[src/common/pmc_map.svh]
// register map, field positions, reset values and timing figures of the power mode controller
`ifndef PMC_MAP_SVH
`define PMC_MAP_SVH

// ---------------------------------------------------------------
// register byte offsets
// ---------------------------------------------------------------
`define PMC_OFF_MODE      8'h00
`define PMC_OFF_ACT_TMPL  8'h04
`define PMC_OFF_ALT_TMPL  8'h08
`define PMC_OFF_WAKE_EN   8'h0C
`define PMC_OFF_BOOST     8'h10
`define PMC_OFF_TW_CTRL   8'h14
`define PMC_OFF_STATUS    8'h18

// ---------------------------------------------------------------
// field positions and widths
// ---------------------------------------------------------------
`define PMC_RES_W         8
`define PMC_RES_CPU       0
`define PMC_RES_RTC       7
`define PMC_IRQ_W         4
`define PMC_IRQ_PIN       3
`define PMC_RST_W         3
`define PMC_WEN_TW        4
`define PMC_WEN_RST_LO    5
`define PMC_TW_W          13
`define PMC_TW_CLR        0
`define PMC_ST_MODE_LO    0
`define PMC_ST_SEQ_LO     2
`define PMC_ST_TW_LO      16
`define PMC_FREQ_32K      2'h3

// ---------------------------------------------------------------
// reset values
// ---------------------------------------------------------------
`define PMC_RST_TMPL      8'hFF
`define PMC_RST_ALT_TMPL  8'hFE
`define PMC_RST_WAKE_EN   8'hFF
`define PMC_RST_TW        13'h0000

// ---------------------------------------------------------------
// timing: clock period and wake limits in ns, sequencer margin in cycles
// ---------------------------------------------------------------
`define PMC_CLK_NS        5
`define PMC_SLEEP_WAKE_NS 15000
`define PMC_HIB_WAKE_NS   100000
`define PMC_WAKE_MARGIN   8

`endif

[src/common/pmc_pkg.sv]
// types shared by the power mode controller
package pmc_pkg;

	// global chip power modes
	typedef enum logic [1:0] {
		PMC_ACTIVE = 2'h0,
		PMC_ALT    = 2'h1,
		PMC_SLEEP  = 2'h2,
		PMC_HIB    = 2'h3
	} pmc_mode_t;

	// power sequencer, gray coded from run through ungate; the ungate to run step flips all three bits
	typedef enum logic [2:0] {
		PMC_S_RUN    = 3'h0,
		PMC_S_GATE   = 3'h1,
		PMC_S_REGOFF = 3'h3,
		PMC_S_LOW    = 3'h2,
		PMC_S_REGON  = 3'h6,
		PMC_S_UNGATE = 3'h7
	} pmc_state_t;

	// boost converter digital controls
	typedef struct packed {
		logic       auto_pulse;
		logic [1:0] freq;
		logic       active;
		logic       en;
	} pmc_boost_t;

endpackage

[src/design/pmc_power_ctrl.sv]
// global power mode sequencer, wake routing and boost mode control with apb registers
//
// The APB register port and the placing of the registers were left to the implementer.
`timescale 1ns/1ps
`default_nettype none
`include "pmc_map.svh"

// Summary of operation
// - active mode follows active template bits
// - disabled resource: clocks gated, bias off
// - processor self-off, re-enabled at next wake
// - wake forces active mode, processor on
// - reset selects active mode
// - alternate active uses its own template
// - sleep wake resumes within 15 us
// - settle delay lets regulators stabilise first
// - hibernate keeps configuration and memory state
// - hibernate holds pin outputs and settings
// - only pin interrupt wakes from hibernate
// - hibernate wake resumes under 100 us
// - each wake source enabled individually
// - interrupt sources include timewheel, pins, supervisor
// - reset sources: reset pin, watchdog, precise
// - boost active or standby mode
// - auto pulse on both crystal edges when low
// - four boost switching frequency choices
// - slowest setting uses watch crystal clock
// - boost mode free in active and sleep
// - boost forced active during hibernate; forced only while the sequencer is in its low state
// - sleep keeps only timewheel and rtc
// - 13-bit 1 kHz timewheel, firmware resettable
module pmc_power_ctrl #(
	parameter int HIB_WAKE_CYC = `PMC_HIB_WAKE_NS / `PMC_CLK_NS
) (
	input  wire logic                  pclk,
	input  wire logic                  presetn,
	input  wire logic                  psel,
	input  wire logic                  penable,
	input  wire logic                  pwrite,
	input  wire logic [7:0]            paddr,
	input  wire logic [31:0]           pwdata,
	output logic      [31:0]           prdata,
	output logic                       pready,
	output logic                       pslverr,
	input  wire logic [`PMC_IRQ_W-1:0] wake_irq,
	input  wire logic [`PMC_RST_W-1:0] wake_rst,
	input  wire logic                  lso_tick_1k,
	input  wire logic                  xtal_32k,
	input  wire logic                  boost_below,
	input  wire logic [2:0]            boost_osc,
	output logic      [`PMC_RES_W-1:0] res_clk_en,
	output logic      [`PMC_RES_W-1:0] res_bias_en,
	output logic                       bus_clk_en,
	output logic                       reg_en,
	output logic                       pin_hold,
	output logic                       boost_en,
	output logic                       boost_active,
	output logic                       boost_sw_clk,
	output logic                       boost_pulse
);

	// ---------------------------------------------------------------
	// timing counts
	// ---------------------------------------------------------------
	// wake limits are maxima, so round down and leave sequencer margin
	localparam int SLEEP_CYC = `PMC_SLEEP_WAKE_NS / `PMC_CLK_NS;
	localparam int SLEEP_SETTLE = SLEEP_CYC - `PMC_WAKE_MARGIN;
	localparam int HIB_SETTLE = HIB_WAKE_CYC - `PMC_WAKE_MARGIN;

	// ---------------------------------------------------------------
	// state
	// ---------------------------------------------------------------
	pmc_pkg::pmc_mode_t  mode_q;
	pmc_pkg::pmc_state_t st_q;
	pmc_pkg::pmc_state_t st_d;
	pmc_pkg::pmc_boost_t boost_q;
	logic [`PMC_RES_W-1:0] act_tmpl_q;
	logic [`PMC_RES_W-1:0] alt_tmpl_q;
	logic [7:0]            wake_en_q;
	logic [`PMC_TW_W-1:0]  tw_q;
	logic                  wake_pend_q;
	logic [15:0]           settle_q;
	logic                  xtal_q;
	logic [15:0]           lat_q;

	// ---------------------------------------------------------------
	// apb decode
	// ---------------------------------------------------------------
	wire acc     = psel & penable & pready;
	wire wr      = acc & pwrite;
	wire setup   = psel & ~penable;
	wire hit_md  = paddr == `PMC_OFF_MODE;
	wire hit_act = paddr == `PMC_OFF_ACT_TMPL;
	wire hit_alt = paddr == `PMC_OFF_ALT_TMPL;
	wire hit_wen = paddr == `PMC_OFF_WAKE_EN;
	wire hit_bst = paddr == `PMC_OFF_BOOST;
	wire hit_tw  = paddr == `PMC_OFF_TW_CTRL;
	wire hit_st  = paddr == `PMC_OFF_STATUS;
	wire hit_any = hit_md | hit_act | hit_alt | hit_wen | hit_bst | hit_tw | hit_st;

	// status word shows live mode, sequencer and timewheel
	wire [31:0] status_w = (32'({tw_q}) << `PMC_ST_TW_LO)
		| (32'({st_q}) << `PMC_ST_SEQ_LO)
		| (32'({mode_q}) << `PMC_ST_MODE_LO);
	wire [31:0] rd_data = hit_md  ? 32'({mode_q})
		: hit_act ? 32'({act_tmpl_q})
		: hit_alt ? 32'({alt_tmpl_q})
		: hit_wen ? 32'({wake_en_q})
		: hit_bst ? 32'({boost_q})
		: hit_st  ? status_w
		: 32'h00000000;

	// apb slave: one wait-free access phase, unmapped gives slverr
	always_ff @(posedge pclk or negedge presetn) begin
		if (!presetn) begin
			pready  <= 1'b0;
			prdata  <= 32'h00000000;
			pslverr <= 1'b0;
		end else begin
			pready  <= setup;
			prdata  <= setup && !pwrite ? rd_data : 32'h00000000;
			pslverr <= setup & ~hit_any;
		end
	end

	// ---------------------------------------------------------------
	// wake source qualification
	// ---------------------------------------------------------------
	wire in_hib   = mode_q == pmc_pkg::PMC_HIB;
	wire tw_ev    = lso_tick_1k & (&tw_q) & ~in_hib;
	wire [7:0] src_w = {wake_rst, tw_ev, wake_irq};
	wire [7:0] src_en = src_w & wake_en_q;
	wire pin_ev   = src_en[`PMC_IRQ_PIN];
	wire wake_ev  = in_hib ? pin_ev : |src_en;
	wire low_req  = mode_q == pmc_pkg::PMC_SLEEP || in_hib;
	wire md_wr    = wr & hit_md;

	// ---------------------------------------------------------------
	// sequencer next state
	// ---------------------------------------------------------------
	// a wake that lands mid entry is held pending and finishes the cycle
	always_comb begin
		st_d = st_q;
		case (st_q)
			pmc_pkg::PMC_S_RUN: begin
				// a wake in the cycle after the mode write puts mode back to active, so stay put
				if (low_req && !wake_ev) begin
					st_d = pmc_pkg::PMC_S_GATE;
				end
			end
			pmc_pkg::PMC_S_GATE: begin
				st_d = pmc_pkg::PMC_S_REGOFF;
			end
			pmc_pkg::PMC_S_REGOFF: begin
				st_d = pmc_pkg::PMC_S_LOW;
			end
			pmc_pkg::PMC_S_LOW: begin
				if (wake_pend_q) begin
					st_d = pmc_pkg::PMC_S_REGON;
				end
			end
			pmc_pkg::PMC_S_REGON: begin
				if (settle_q == 16'h0000) begin
					st_d = pmc_pkg::PMC_S_UNGATE;
				end
			end
			pmc_pkg::PMC_S_UNGATE: begin
				st_d = pmc_pkg::PMC_S_RUN;
			end
			default: begin
				st_d = pmc_pkg::PMC_S_RUN;
			end
		endcase
	end

	// ---------------------------------------------------------------
	// sequencer and settle counter
	// ---------------------------------------------------------------
	always_ff @(posedge pclk or negedge presetn) begin
		if (!presetn) begin
			st_q     <= pmc_pkg::PMC_S_RUN;
			settle_q <= 16'h0000;
		end else begin
			st_q <= st_d;
			if (st_q == pmc_pkg::PMC_S_LOW) begin
				settle_q <= in_hib ? 16'(HIB_SETTLE) : 16'(SLEEP_SETTLE);
			end else if (settle_q != 16'h0000) begin
				settle_q <= settle_q - 16'h0001;
			end
		end
	end

	// ---------------------------------------------------------------
	// wake pending flag
	// ---------------------------------------------------------------
	// event wins over the clear so none is lost at the exit edge
	always_ff @(posedge pclk or negedge presetn) begin
		if (!presetn) begin
			wake_pend_q <= 1'b0;
		end else if (wake_ev && st_q != pmc_pkg::PMC_S_RUN) begin
			wake_pend_q <= 1'b1;
		end else if (st_q == pmc_pkg::PMC_S_UNGATE || st_q == pmc_pkg::PMC_S_RUN) begin
			wake_pend_q <= 1'b0;
		end
	end

	// ---------------------------------------------------------------
	// global mode register
	// ---------------------------------------------------------------
	// writes are refused while a low power cycle is in flight
	always_ff @(posedge pclk or negedge presetn) begin
		if (!presetn) begin
			mode_q <= pmc_pkg::PMC_ACTIVE;
		end else if (st_q == pmc_pkg::PMC_S_UNGATE) begin
			mode_q <= pmc_pkg::PMC_ACTIVE;
		end else if (st_q == pmc_pkg::PMC_S_RUN && wake_ev) begin
			mode_q <= pmc_pkg::PMC_ACTIVE;
		end else if (md_wr && st_q == pmc_pkg::PMC_S_RUN) begin
			mode_q <= pmc_pkg::pmc_mode_t'(pwdata[1:0]);
		end
	end

	// ---------------------------------------------------------------
	// templates and wake enables, kept through hibernate
	// ---------------------------------------------------------------
	// wake sets the processor bit and beats a same-cycle clear
	wire cpu_wake = wake_ev || st_q == pmc_pkg::PMC_S_UNGATE;
	always_ff @(posedge pclk or negedge presetn) begin
		if (!presetn) begin
			act_tmpl_q <= `PMC_RST_TMPL;
			alt_tmpl_q <= `PMC_RST_ALT_TMPL;
			wake_en_q  <= `PMC_RST_WAKE_EN;
		end else begin
			if (wr && hit_act) begin
				act_tmpl_q <= pwdata[`PMC_RES_W-1:0];
			end
			if (cpu_wake) begin
				act_tmpl_q[`PMC_RES_CPU] <= 1'b1;
			end
			if (wr && hit_alt) begin
				alt_tmpl_q <= pwdata[`PMC_RES_W-1:0];
			end
			if (wr && hit_wen) begin
				wake_en_q <= pwdata[7:0];
			end
		end
	end

	// ---------------------------------------------------------------
	// periodic timewheel
	// ---------------------------------------------------------------
	// stops in hibernate since the low speed clock is off there
	always_ff @(posedge pclk or negedge presetn) begin
		if (!presetn) begin
			tw_q <= `PMC_RST_TW;
		end else if (wr && hit_tw && pwdata[`PMC_TW_CLR]) begin
			tw_q <= `PMC_RST_TW;
		end else if (lso_tick_1k && !in_hib) begin
			tw_q <= tw_q + 13'h0001;
		end
	end

	// ---------------------------------------------------------------
	// resource enables
	// ---------------------------------------------------------------
	wire [`PMC_RES_W-1:0] rtc_only = `PMC_RES_W'(1) << `PMC_RES_RTC;
	wire run_on = st_q == pmc_pkg::PMC_S_RUN && st_d == pmc_pkg::PMC_S_RUN;
	wire [`PMC_RES_W-1:0] tmpl_sel = mode_q == pmc_pkg::PMC_ALT ? alt_tmpl_q : act_tmpl_q;
	wire [`PMC_RES_W-1:0] res_d = run_on ? tmpl_sel
		: (mode_q == pmc_pkg::PMC_SLEEP ? rtc_only : '0);
	wire clk_on_d = st_d == pmc_pkg::PMC_S_RUN || st_d == pmc_pkg::PMC_S_UNGATE;
	wire reg_on_d = st_d != pmc_pkg::PMC_S_REGOFF && st_d != pmc_pkg::PMC_S_LOW;

	// clocks and bias follow the same per-resource enable
	always_ff @(posedge pclk or negedge presetn) begin
		if (!presetn) begin
			res_clk_en  <= `PMC_RST_TMPL;
			res_bias_en <= `PMC_RST_TMPL;
			bus_clk_en  <= 1'b1;
			reg_en      <= 1'b1;
			pin_hold    <= 1'b0;
		end else begin
			res_clk_en  <= res_d;
			res_bias_en <= res_d;
			bus_clk_en  <= clk_on_d;
			reg_en      <= reg_on_d;
			pin_hold    <= in_hib && st_d != pmc_pkg::PMC_S_RUN;
		end
	end

	// ---------------------------------------------------------------
	// boost converter control
	// ---------------------------------------------------------------
	// clock sources are plain levels here, muxed without glitch filter
	wire xtal_edge = xtal_32k ^ xtal_q;
	wire hib_low   = in_hib && st_q == pmc_pkg::PMC_S_LOW;
	wire sw_clk_d  = boost_q.freq == `PMC_FREQ_32K ? xtal_32k
		: boost_osc[boost_q.freq];
	always_ff @(posedge pclk or negedge presetn) begin
		if (!presetn) begin
			boost_q      <= '0;
			xtal_q       <= 1'b0;
			boost_en     <= 1'b0;
			boost_active <= 1'b0;
			boost_sw_clk <= 1'b0;
			boost_pulse  <= 1'b0;
		end else begin
			if (wr && hit_bst) begin
				boost_q <= pmc_pkg::pmc_boost_t'(pwdata[4:0]);
			end
			xtal_q       <= xtal_32k;
			boost_en     <= boost_q.en;
			boost_active <= boost_q.active | hib_low;
			boost_sw_clk <= boost_q.en & sw_clk_d;
			boost_pulse  <= boost_q.en & boost_q.auto_pulse & xtal_edge & boost_below;
		end
	end

	// ---------------------------------------------------------------
	// checks
	// ---------------------------------------------------------------
	// cycles since wake was flagged, for the latency bound
	always_ff @(posedge pclk or negedge presetn) begin
		if (!presetn) begin
			lat_q <= 16'h0000;
		end else if (wake_pend_q && st_q != pmc_pkg::PMC_S_RUN) begin
			lat_q <= lat_q + 16'h0001;
		end else begin
			lat_q <= 16'h0000;
		end
	end
endmodule // pmc_power_ctrl

`default_nettype wire

[config.mk]
export PLATFORM = sky130hd
export DESIGN_NAME = pmc_power_ctrl
export DESIGN_NICKNAME = d
export VERILOG_FILES = /design/src/common/pmc_pkg.sv /design/src/design/pmc_power_ctrl.sv
export VERILOG_INCLUDE_DIRS = /design/src /design/src/common
export SDC_FILE = /design/constraint.sdc
export NUM_CORES = 1
export LEC_CHECK = 0
export BUFFER_PORTS_ARGS = -buffer_cell sky130_fd_sc_hd__buf_2
export CORE_MARGIN = 2
export CORE_UTILIZATION = 40
export CTS_CLUSTER_DIAMETER = 120
export DETAILED_ROUTE_END_ITERATION = 8
export GPL_ROUTABILITY_DRIVEN = 0
export GPL_TIMING_DRIVEN = 1
export HOLD_SLACK_MARGIN = 0.08
export PLACE_DENSITY = 0.61
export RECOVER_POWER = 50
export SKIP_LAST_GASP = 1
export SLEW_MARGIN = 30
export SYNTH_ARGS = -nofsm -noshare
export SYNTH_HDL_FRONTEND = slang
export SYNTH_SLANG_ARGS = --single-unit
[constraint.sdc]
create_clock -name pclk -period 1.6 [get_ports pclk]
set_input_delay 0.48 -clock pclk [delete_from_list [all_inputs] [get_ports pclk]]
set_output_delay 0.48 -clock pclk [all_outputs]
set_load 0.02 [all_outputs]
==> impl_metrics.json, run 1 <==
{
  "grt_pass1_wl_mm": 21.5,
  "insertion_delay_ns": 0.35,
  "drtAntennaViolNets": 0,
  "p_per_area_nw_per_um2": 1120,
  "dr.pass1.iters": 4,
  "fin_crit_sh_pct": 109,
  "outcome": "finished with violations",
  "postSynthAreaPerCell_um2": 11.0,
  "die_x_um": 117,
  "whs_ns": 0.281,
  "cp_slowest_cell": "or4_1",
  "setup_viol_count_final": 14,
  "crit_fanout": 3,
  "cts_max_path_buffers": 2,
  "ys_ff_latch": 103,
  "antenna_found_initial": 0,
  "pre_cts_ws_ns": -0.494,
  "hpwl_mm": 9.69,
  "synth_edf_count": 0,
  "nFillCells": 1078,
  "grt_setup_unrepaired": "true",
  "arrival_ns": 2.01,
  "fmax_mhz": 572,
  "slowest_delay_ns": 0.54,
  "numCtsBuffers": 9,
  "cp.required_ns": 1.86,
  "peakVddDrop_mv": 0.628,
  "power_uw": 8030,
  "seq_area_frac_synth_pct": 50.9,
  "ys.flop_type": "dfrtp_1",
  "finalMaxSlewViolations": 0,
  "rr_startpoint": "settle_q[0]$_DFFE_PN0P_",
  "synth-async-reset-ratio_pct": 100,
  "wl_mm": 13.4,
  "gr-total-overflow": 0,
  "synth.largest_area_cell": "dfrtp_1",
  "drive_above_1_share_pct": 51.2,
  "regArea_um2": 2620,
  "wl_per_cell_um": 16.3,
  "tightest_slew_ns": 0.642,
  "skew_ns": 0.00999,
  "post_drt_via_cell_ratio": 5.17,
  "cp-end-kind": "flop",
  "num_vias": 4228,
  "port_buffers": 79,
  "startpoint_type": "flop",
  "timing.rr.end": "settle_q[10]$_DFFE_PN0P_",
  "die_h_um": 117,
  "slew_headroom_pct": 57.2,
  "multi_input_area_um2": 2660,
  "hold_path.class": "in2reg",
  "worstSetupStartpoint": "settle_q[0]$_DFFE_PN0P_",
  "reg2reg_depth": 6,
  "die_area_um2": 13800,
  "drt_iter0_markers": 219,
  "syn_inst": 468,
  "pin_count": 115,
  "tritoncts": "built",
  "track_usage_pct": 19.5,
  "hold_violations": 0,
  "maxCapViolations": 0,
  "synth_warnings": 0,
  "leakage_uw": 0.00336,
  "synthDistinctLibCells": 66,
  "violations": "setup timing",
  "core.rowCount": 41,
  "cp-endpoint": "settle_q[10]$_DFFE_PN0P_",
  "path_class": "reg2reg",
  "cts.sinks": 103,
  "drc": 0,
  "start_util_pct": 40.9,
  "syn-cell-area_um2": 5140,
  "htreeDepth": 3,
  "period_minus_slack_ns": 1.75,
  "worst_slack_ns": -0.149,
  "area_delta_synth_final_pct": 38.9,
  "cts.reportedPaths.clkPinSlew_ns": 0.07,
  "rrSetupSlack_ns": -0.15,
  "core_area_um2": 12600,
  "diodes": 0,
  "synth_top_cell_area_share_pct": 34.1,
  "synth_area_leaders": "dfrtp_1, dfstp_2, mux2_2",
  "crit_chain": "inv_2 > ha_4 > nor2b_4 > nand3_2 > or4_1 > a31oi_1",
  "grt_pass1_vias": 4181,
  "root_buffer": "clkbuf_16",
  "fin_nets": 701,
  "grt_max_degree": 44
}
[Yosys cell counts (3+ instances only)]
library cell  count
a211oi_1          3
a21o_1            3
a21oi_1          12
a22oi_1          10
a31oi_1           7
and2_1           16
and3_1            3
and4_1            3
buf_2             5
buf_4            19
clkbuf_1         11
dfrtp_1          70
dfstp_2          33
inv_1             8
mux2_1            7
mux2_2           23
mux2_4            5
mux2i_1          16
nand2_1          27
nand2b_1          8
nand3_1          17
nand4_1          12
nor2_1           34
nor2b_1           3
nor3_1           20
nor4_1            5
o21ai_0          14
o31ai_1           9
or2_2             3
or3_1             7
xnor2_1           9
xor2_1            4
[where the power goes]
part	internal (uW)	leakage [uW]	switching, uW
logic	1260	0.00196	1400
registers	2940	0.00125	246
clock network	1180	0.000149	1000
[worst max-delay path, delay by kind of cell, from the launching register on]
family | cells | cell delay (ns)
flops | 1 | 0.39
compound gates | 1 | 0.21
fa+ha+maj | 1 | 0.13
simple gates | 3 | 0.85
buf+inv | 1 | 0.08
[layout make-up]
type                            instances  area share, %
Multi-Input combinational cell        329           37.2
Sequential cell                       103           36.7
Timing Repair Buffer                  190           18.4
Clock buffer                           11           3.56
Tap cell                              172           3.01
Clock inverter                          5          0.648
Inverter                                8          0.420
[placed cells by master (no fill, tap or decap), types with 4 or more instances in the layout]
| master | count |
|---|---|
| nand4_1 | 12 |
| dfrtp_1 | 69 |
| clkbuf_16 | 10 |
| nor3_4 | 6 |
| buf_4 | 99 |
| a21oi_1 | 12 |
| conb_1 | 11 |
| nor2_1 | 33 |
| xor2_1 | 4 |
| o21ai_0 | 7 |
| o21ai_1 | 6 |
| nand2b_1 | 7 |
| buf_6 | 8 |
| nand3_1 | 13 |
| a31oi_1 | 6 |
| mux2i_1 | 16 |
| and2_1 | 14 |
| nor3_2 | 6 |
| inv_1 | 6 |
| nand2_1 | 26 |
| nor3_1 | 9 |
| dfstp_2 | 33 |
| nor4_4 | 5 |
| o31ai_1 | 7 |
| xnor2_1 | 9 |
| nor4_1 | 4 |
| or3_1 | 4 |
| mux2_4 | 12 |
| a22oi_1 | 9 |
| buf_2 | 74 |
| mux2_2 | 23 |
[cell families (layout without fill, tap and decap cells)]
group                    Yosys count  count (layout)  synth area share [%]
multiplexers                      52              52                  11.6
flip-flops                       103             103                  50.9
XOR/XNOR                          13              13                  2.21
other                              1              11                0.0729
AO/OA/AOI/OAI                     76              76                  10.2
buffers and inverters             46             214                  5.21
adder cells (fa/ha/maj)            2               2                 0.487
AND/OR/NAND/NOR                  175             175                  19.3
[registers in the layout (all words and copies together) (netlist names), 2 cells and up]
signal / flops
tw_q: 13
settle_q: 16
alt_tmpl_q: 8
wake_en_q: 8
mode_q: 2
act_tmpl_q: 8
prdata: 21
res_bias_en: 8
st_q: 3
boost_q: 5
[how the worst min path moves through the flow]
| stage | to | from | depth (start not counted) | slack [ns] |
|---|---|---|---|---|
| 2_1_floorplan | alt_tmpl_q[0]$_DFFE_PN0P_ | presetn | 0 | 0.18 |
| 3_5_place_dp | prdata[16]$_DFF_PN0_ | presetn | 1 | 0.41 |
| 3_3_place_gp | prdata[25]$_DFF_PN0_ | presetn | 1 | 0.41 |
| 4_1_cts | xtal_q$_DFF_PN0_ | xtal_32k | 1 | 0.26 |
| 6_report | xtal_q$_DFF_PN0_ | xtal_32k | 1 | 0.28 |
| 5_1_grt | xtal_q$_DFF_PN0_ | xtal_32k | 1 | 0.28 |
[routing by layer]
metal / global-route usage (%) / share of wire, % / vias up
met2: 32.7 / 51 / 95
li1: - / - / 2021
met3: 2.68 / 3.3 / 16
met5: 0 / 0 / -
met4: 6.70 / 1.4 / 0
met1: 26.1 / 45 / 2096
[metrics by stage]
stage	TNS (ns)	instance area (um^2)	utilization, %	instances
global route	-3.35	7140	56.8	818
finish	-0.793	7140	56.8	818
CTS	-0.572	6890	54.8	811
global placement	-19.30	6410	51.0	784
floorplan	-2.45	5300	-	478
detailed placement	-21.19	6410	51.0	784
[repair_timing]
action	4_1_cts	5_1_grt
cloned	0	0
hold endpoints to repair	22	0
endpoints found under the setup margin	28	49
buffers inserted	10	13
resized for setup	17	51
pin swaps	14	28
hold buffers	1	0
Power figures use the tool's default switching activity.
==> run 2, diff against run 1 <==
Settings changed: PLACE_DENSITY 0.61 to 0.59.
Clock period 1.6 ns to 1.7 ns, I/O delays scaled along.
==> run 2 against run 1 <==
- the run now ends clean
- global-route usage down 1.2 points
- design area down 8.5%
- sequential power down 6.6%
- setup slack better by 0.17 ns
- clock power down 8%
- fmax up 3.9%
- first-iteration DRC count up 37%
- flip-flop and latch count unchanged
- utilization down 4.8 points
- largest cell class is now sequential cells
==> impl_metrics.json, run 2 (synthesis results as in run 1) <==
{
  "p_per_area_nw_per_um2": 1060,
  "root_buffer": "clkbuf_16",
  "grt_setup_unrepaired": "true",
  "cp_slowest_cell": "a221o_1",
  "period_minus_slack_ns": 1.68,
  "grt_pass1_vias": 4110,
  "fin_crit_sh_pct": 99.0,
  "layout_commonest_cell": "buf_2",
  "cts_max_path_buffers": 2,
  "core_area_um2": 12600,
  "outcome": "finished clean",
  "path_buf_inv": 1,
  "drc": 0,
  "tightest_slew_ns": 1.27,
  "antenna_found_initial": 0,
  "arrival_ns": 1.94,
  "nFillCells": 1107,
  "cts.reportedPaths.clkPinSlew_ns": 0.08,
  "drt_iter0_markers": 300,
  "startpoint_type": "flop",
  "crit_fanout": 4,
  "dr.pass1.iters": 4,
  "wl_per_cell_um": 15.9,
  "reg2reg_depth": 6,
  "fin_nets": 663,
  "power_uw": 6930,
  "critical_path.top_delay_family": "compound AO/OA/AOI/OAI gates",
  "tritoncts": "built",
  "cp.required_ns": 1.96,
  "leakage_uw": 0.00308,
  "setup_viol_count_final": 0,
  "hold_path.class": "in2reg",
  "regArea_um2": 2620,
  "hold_start": "xtal_32k",
  "path_class": "reg2reg",
  "regMostFlops": "prdata",
  "drive_above_1_share_pct": 43.8,
  "ctsHoldBuffers": 0,
  "final_util_pct": 52.0,
  "post_drt_via_cell_ratio": 5.16,
  "slowest_delay_ns": 0.37,
  "area_delta_synth_final_pct": 27.1,
  "maxCapViolations": 0,
  "layout_common_cells": "buf_2, buf_4, dfrtp_1",
  "grt_pass1_wl_mm": 20.4,
  "timing.rr.end": "res_bias_en[7]$_DFF_PN1_",
  "htreeDepth": 3,
  "pin_count": 115,
  "gr-total-overflow": 0,
  "core.rowCount": 41,
  "rrSetupSlack_ns": 0.02,
  "slew_headroom_pct": 15.5,
  "crit_chain": "ha_2 > nand4_1 > nor4_4 > buf_4 > a31oi_1 > a221o_1",
  "top_regs": "prdata (21), settle_q (16), tw_q (13)",
  "fmax_mhz": 594,
  "track_usage_pct": 18.3,
  "die_x_um": 117,
  "start_util_pct": 40.9,
  "whs_endpoint": "xtal_q$_DFF_PN0_",
  "cp-end-kind": "flop",
  "drtAntennaViolNets": 0,
  "grt_max_degree": 104,
  "hold_violations": 0,
  "wl_mm": 12.4,
  "multi_input_area_um2": 2430,
  "diodes": 0,
  "die_area_um2": 13800,
  "finalMaxSlewViolations": 0,
  "insertion_delay_ns": 0.35,
  "port_buffers": 79,
  "die_h_um": 117,
  "hpwl_mm": 8.95,
  "rr_startpoint": "tw_q[0]$_DFFE_PN0P_",
  "numCtsBuffers": 9,
  "largest_reg_flops": 21,
  "whs_path_depth": 1,
  "peakVddDrop_mv": 1.02,
  "num_vias": 4027,
  "cts.sinks": 103,
  "skew_ns": 0.00883
}
[run 2: worst max path at each step]
stage | start | to | slack (ns) | cells past startpoint
floorplan | paddr[1] | boost_q[0]$_DFFE_PN0P_ | -0.23 | 5
global placement | paddr[1] | boost_q[4]$_DFFE_PN0P_ | -0.41 | 5
detailed placement | paddr[1] | boost_q[2]$_DFFE_PN0P_ | -0.44 | 5
CTS | tw_q[1]$_DFFE_PN0P_ | tw_q[10]$_DFFE_PN0P_ | 0.009 | 6
global route | settle_q[0]$_DFFE_PN0P_ | settle_q[4]$_DFFE_PN0P_ | -0.07 | 7
finish | tw_q[0]$_DFFE_PN0P_ | res_bias_en[7]$_DFF_PN1_ | 0.02 | 6
[run 2: stage by stage]
step,setup TNS [ns],instances,setup slack [ns],hold WS (ns),area (um^2)
2_1_floorplan,-1.26,478,-0.226,0.214,5240
3_3_place_gp,-16.02,758,-0.409,0.490,6130
3_5_place_dp,-18.46,758,-0.436,0.485,6130
4_1_cts,0,775,0.00880,0.246,6440
5_1_grt,-0.572,780,-0.0732,0.321,6540
6_report,0,780,0.0162,0.333,6540
[run 2: metal layers]
metal	vias up	GRT usage [%]	share of wire, %
met2	108	28.5	47
met1	1970	25.8	48
li1	1939	-	-
met3	10	4.13	4.8
met5	-	0	0
met4	0	5.05	0.92
[run 2: power by group]
group          leakage [uW]  internal [uW]  switching, uW  total (uW)
Clock              0.000136           1020            975        2000
Combinational       0.00170            863           1090        1960
Sequential          0.00125           2760            211        2970
[run 2: area by class of cell]
type | instances | area share, %
Timing Repair Buffer | 152 | 14.6
Clock buffer | 9 | 3.45
Sequential cell | 103 | 40.1
Multi-Input combinational cell | 329 | 37.1
Tap cell | 172 | 3.29
Clock inverter | 7 | 0.976
Inverter | 8 | 0.460
[run 2: timing repair]
item / in CTS / in global routing
pin swaps: 5 / 5
endpoints found under the hold margin: 0 / 0
endpoints found under the setup margin: 28 / 29
resized for setup: 4 / 19
setup buffers: 1 / 5
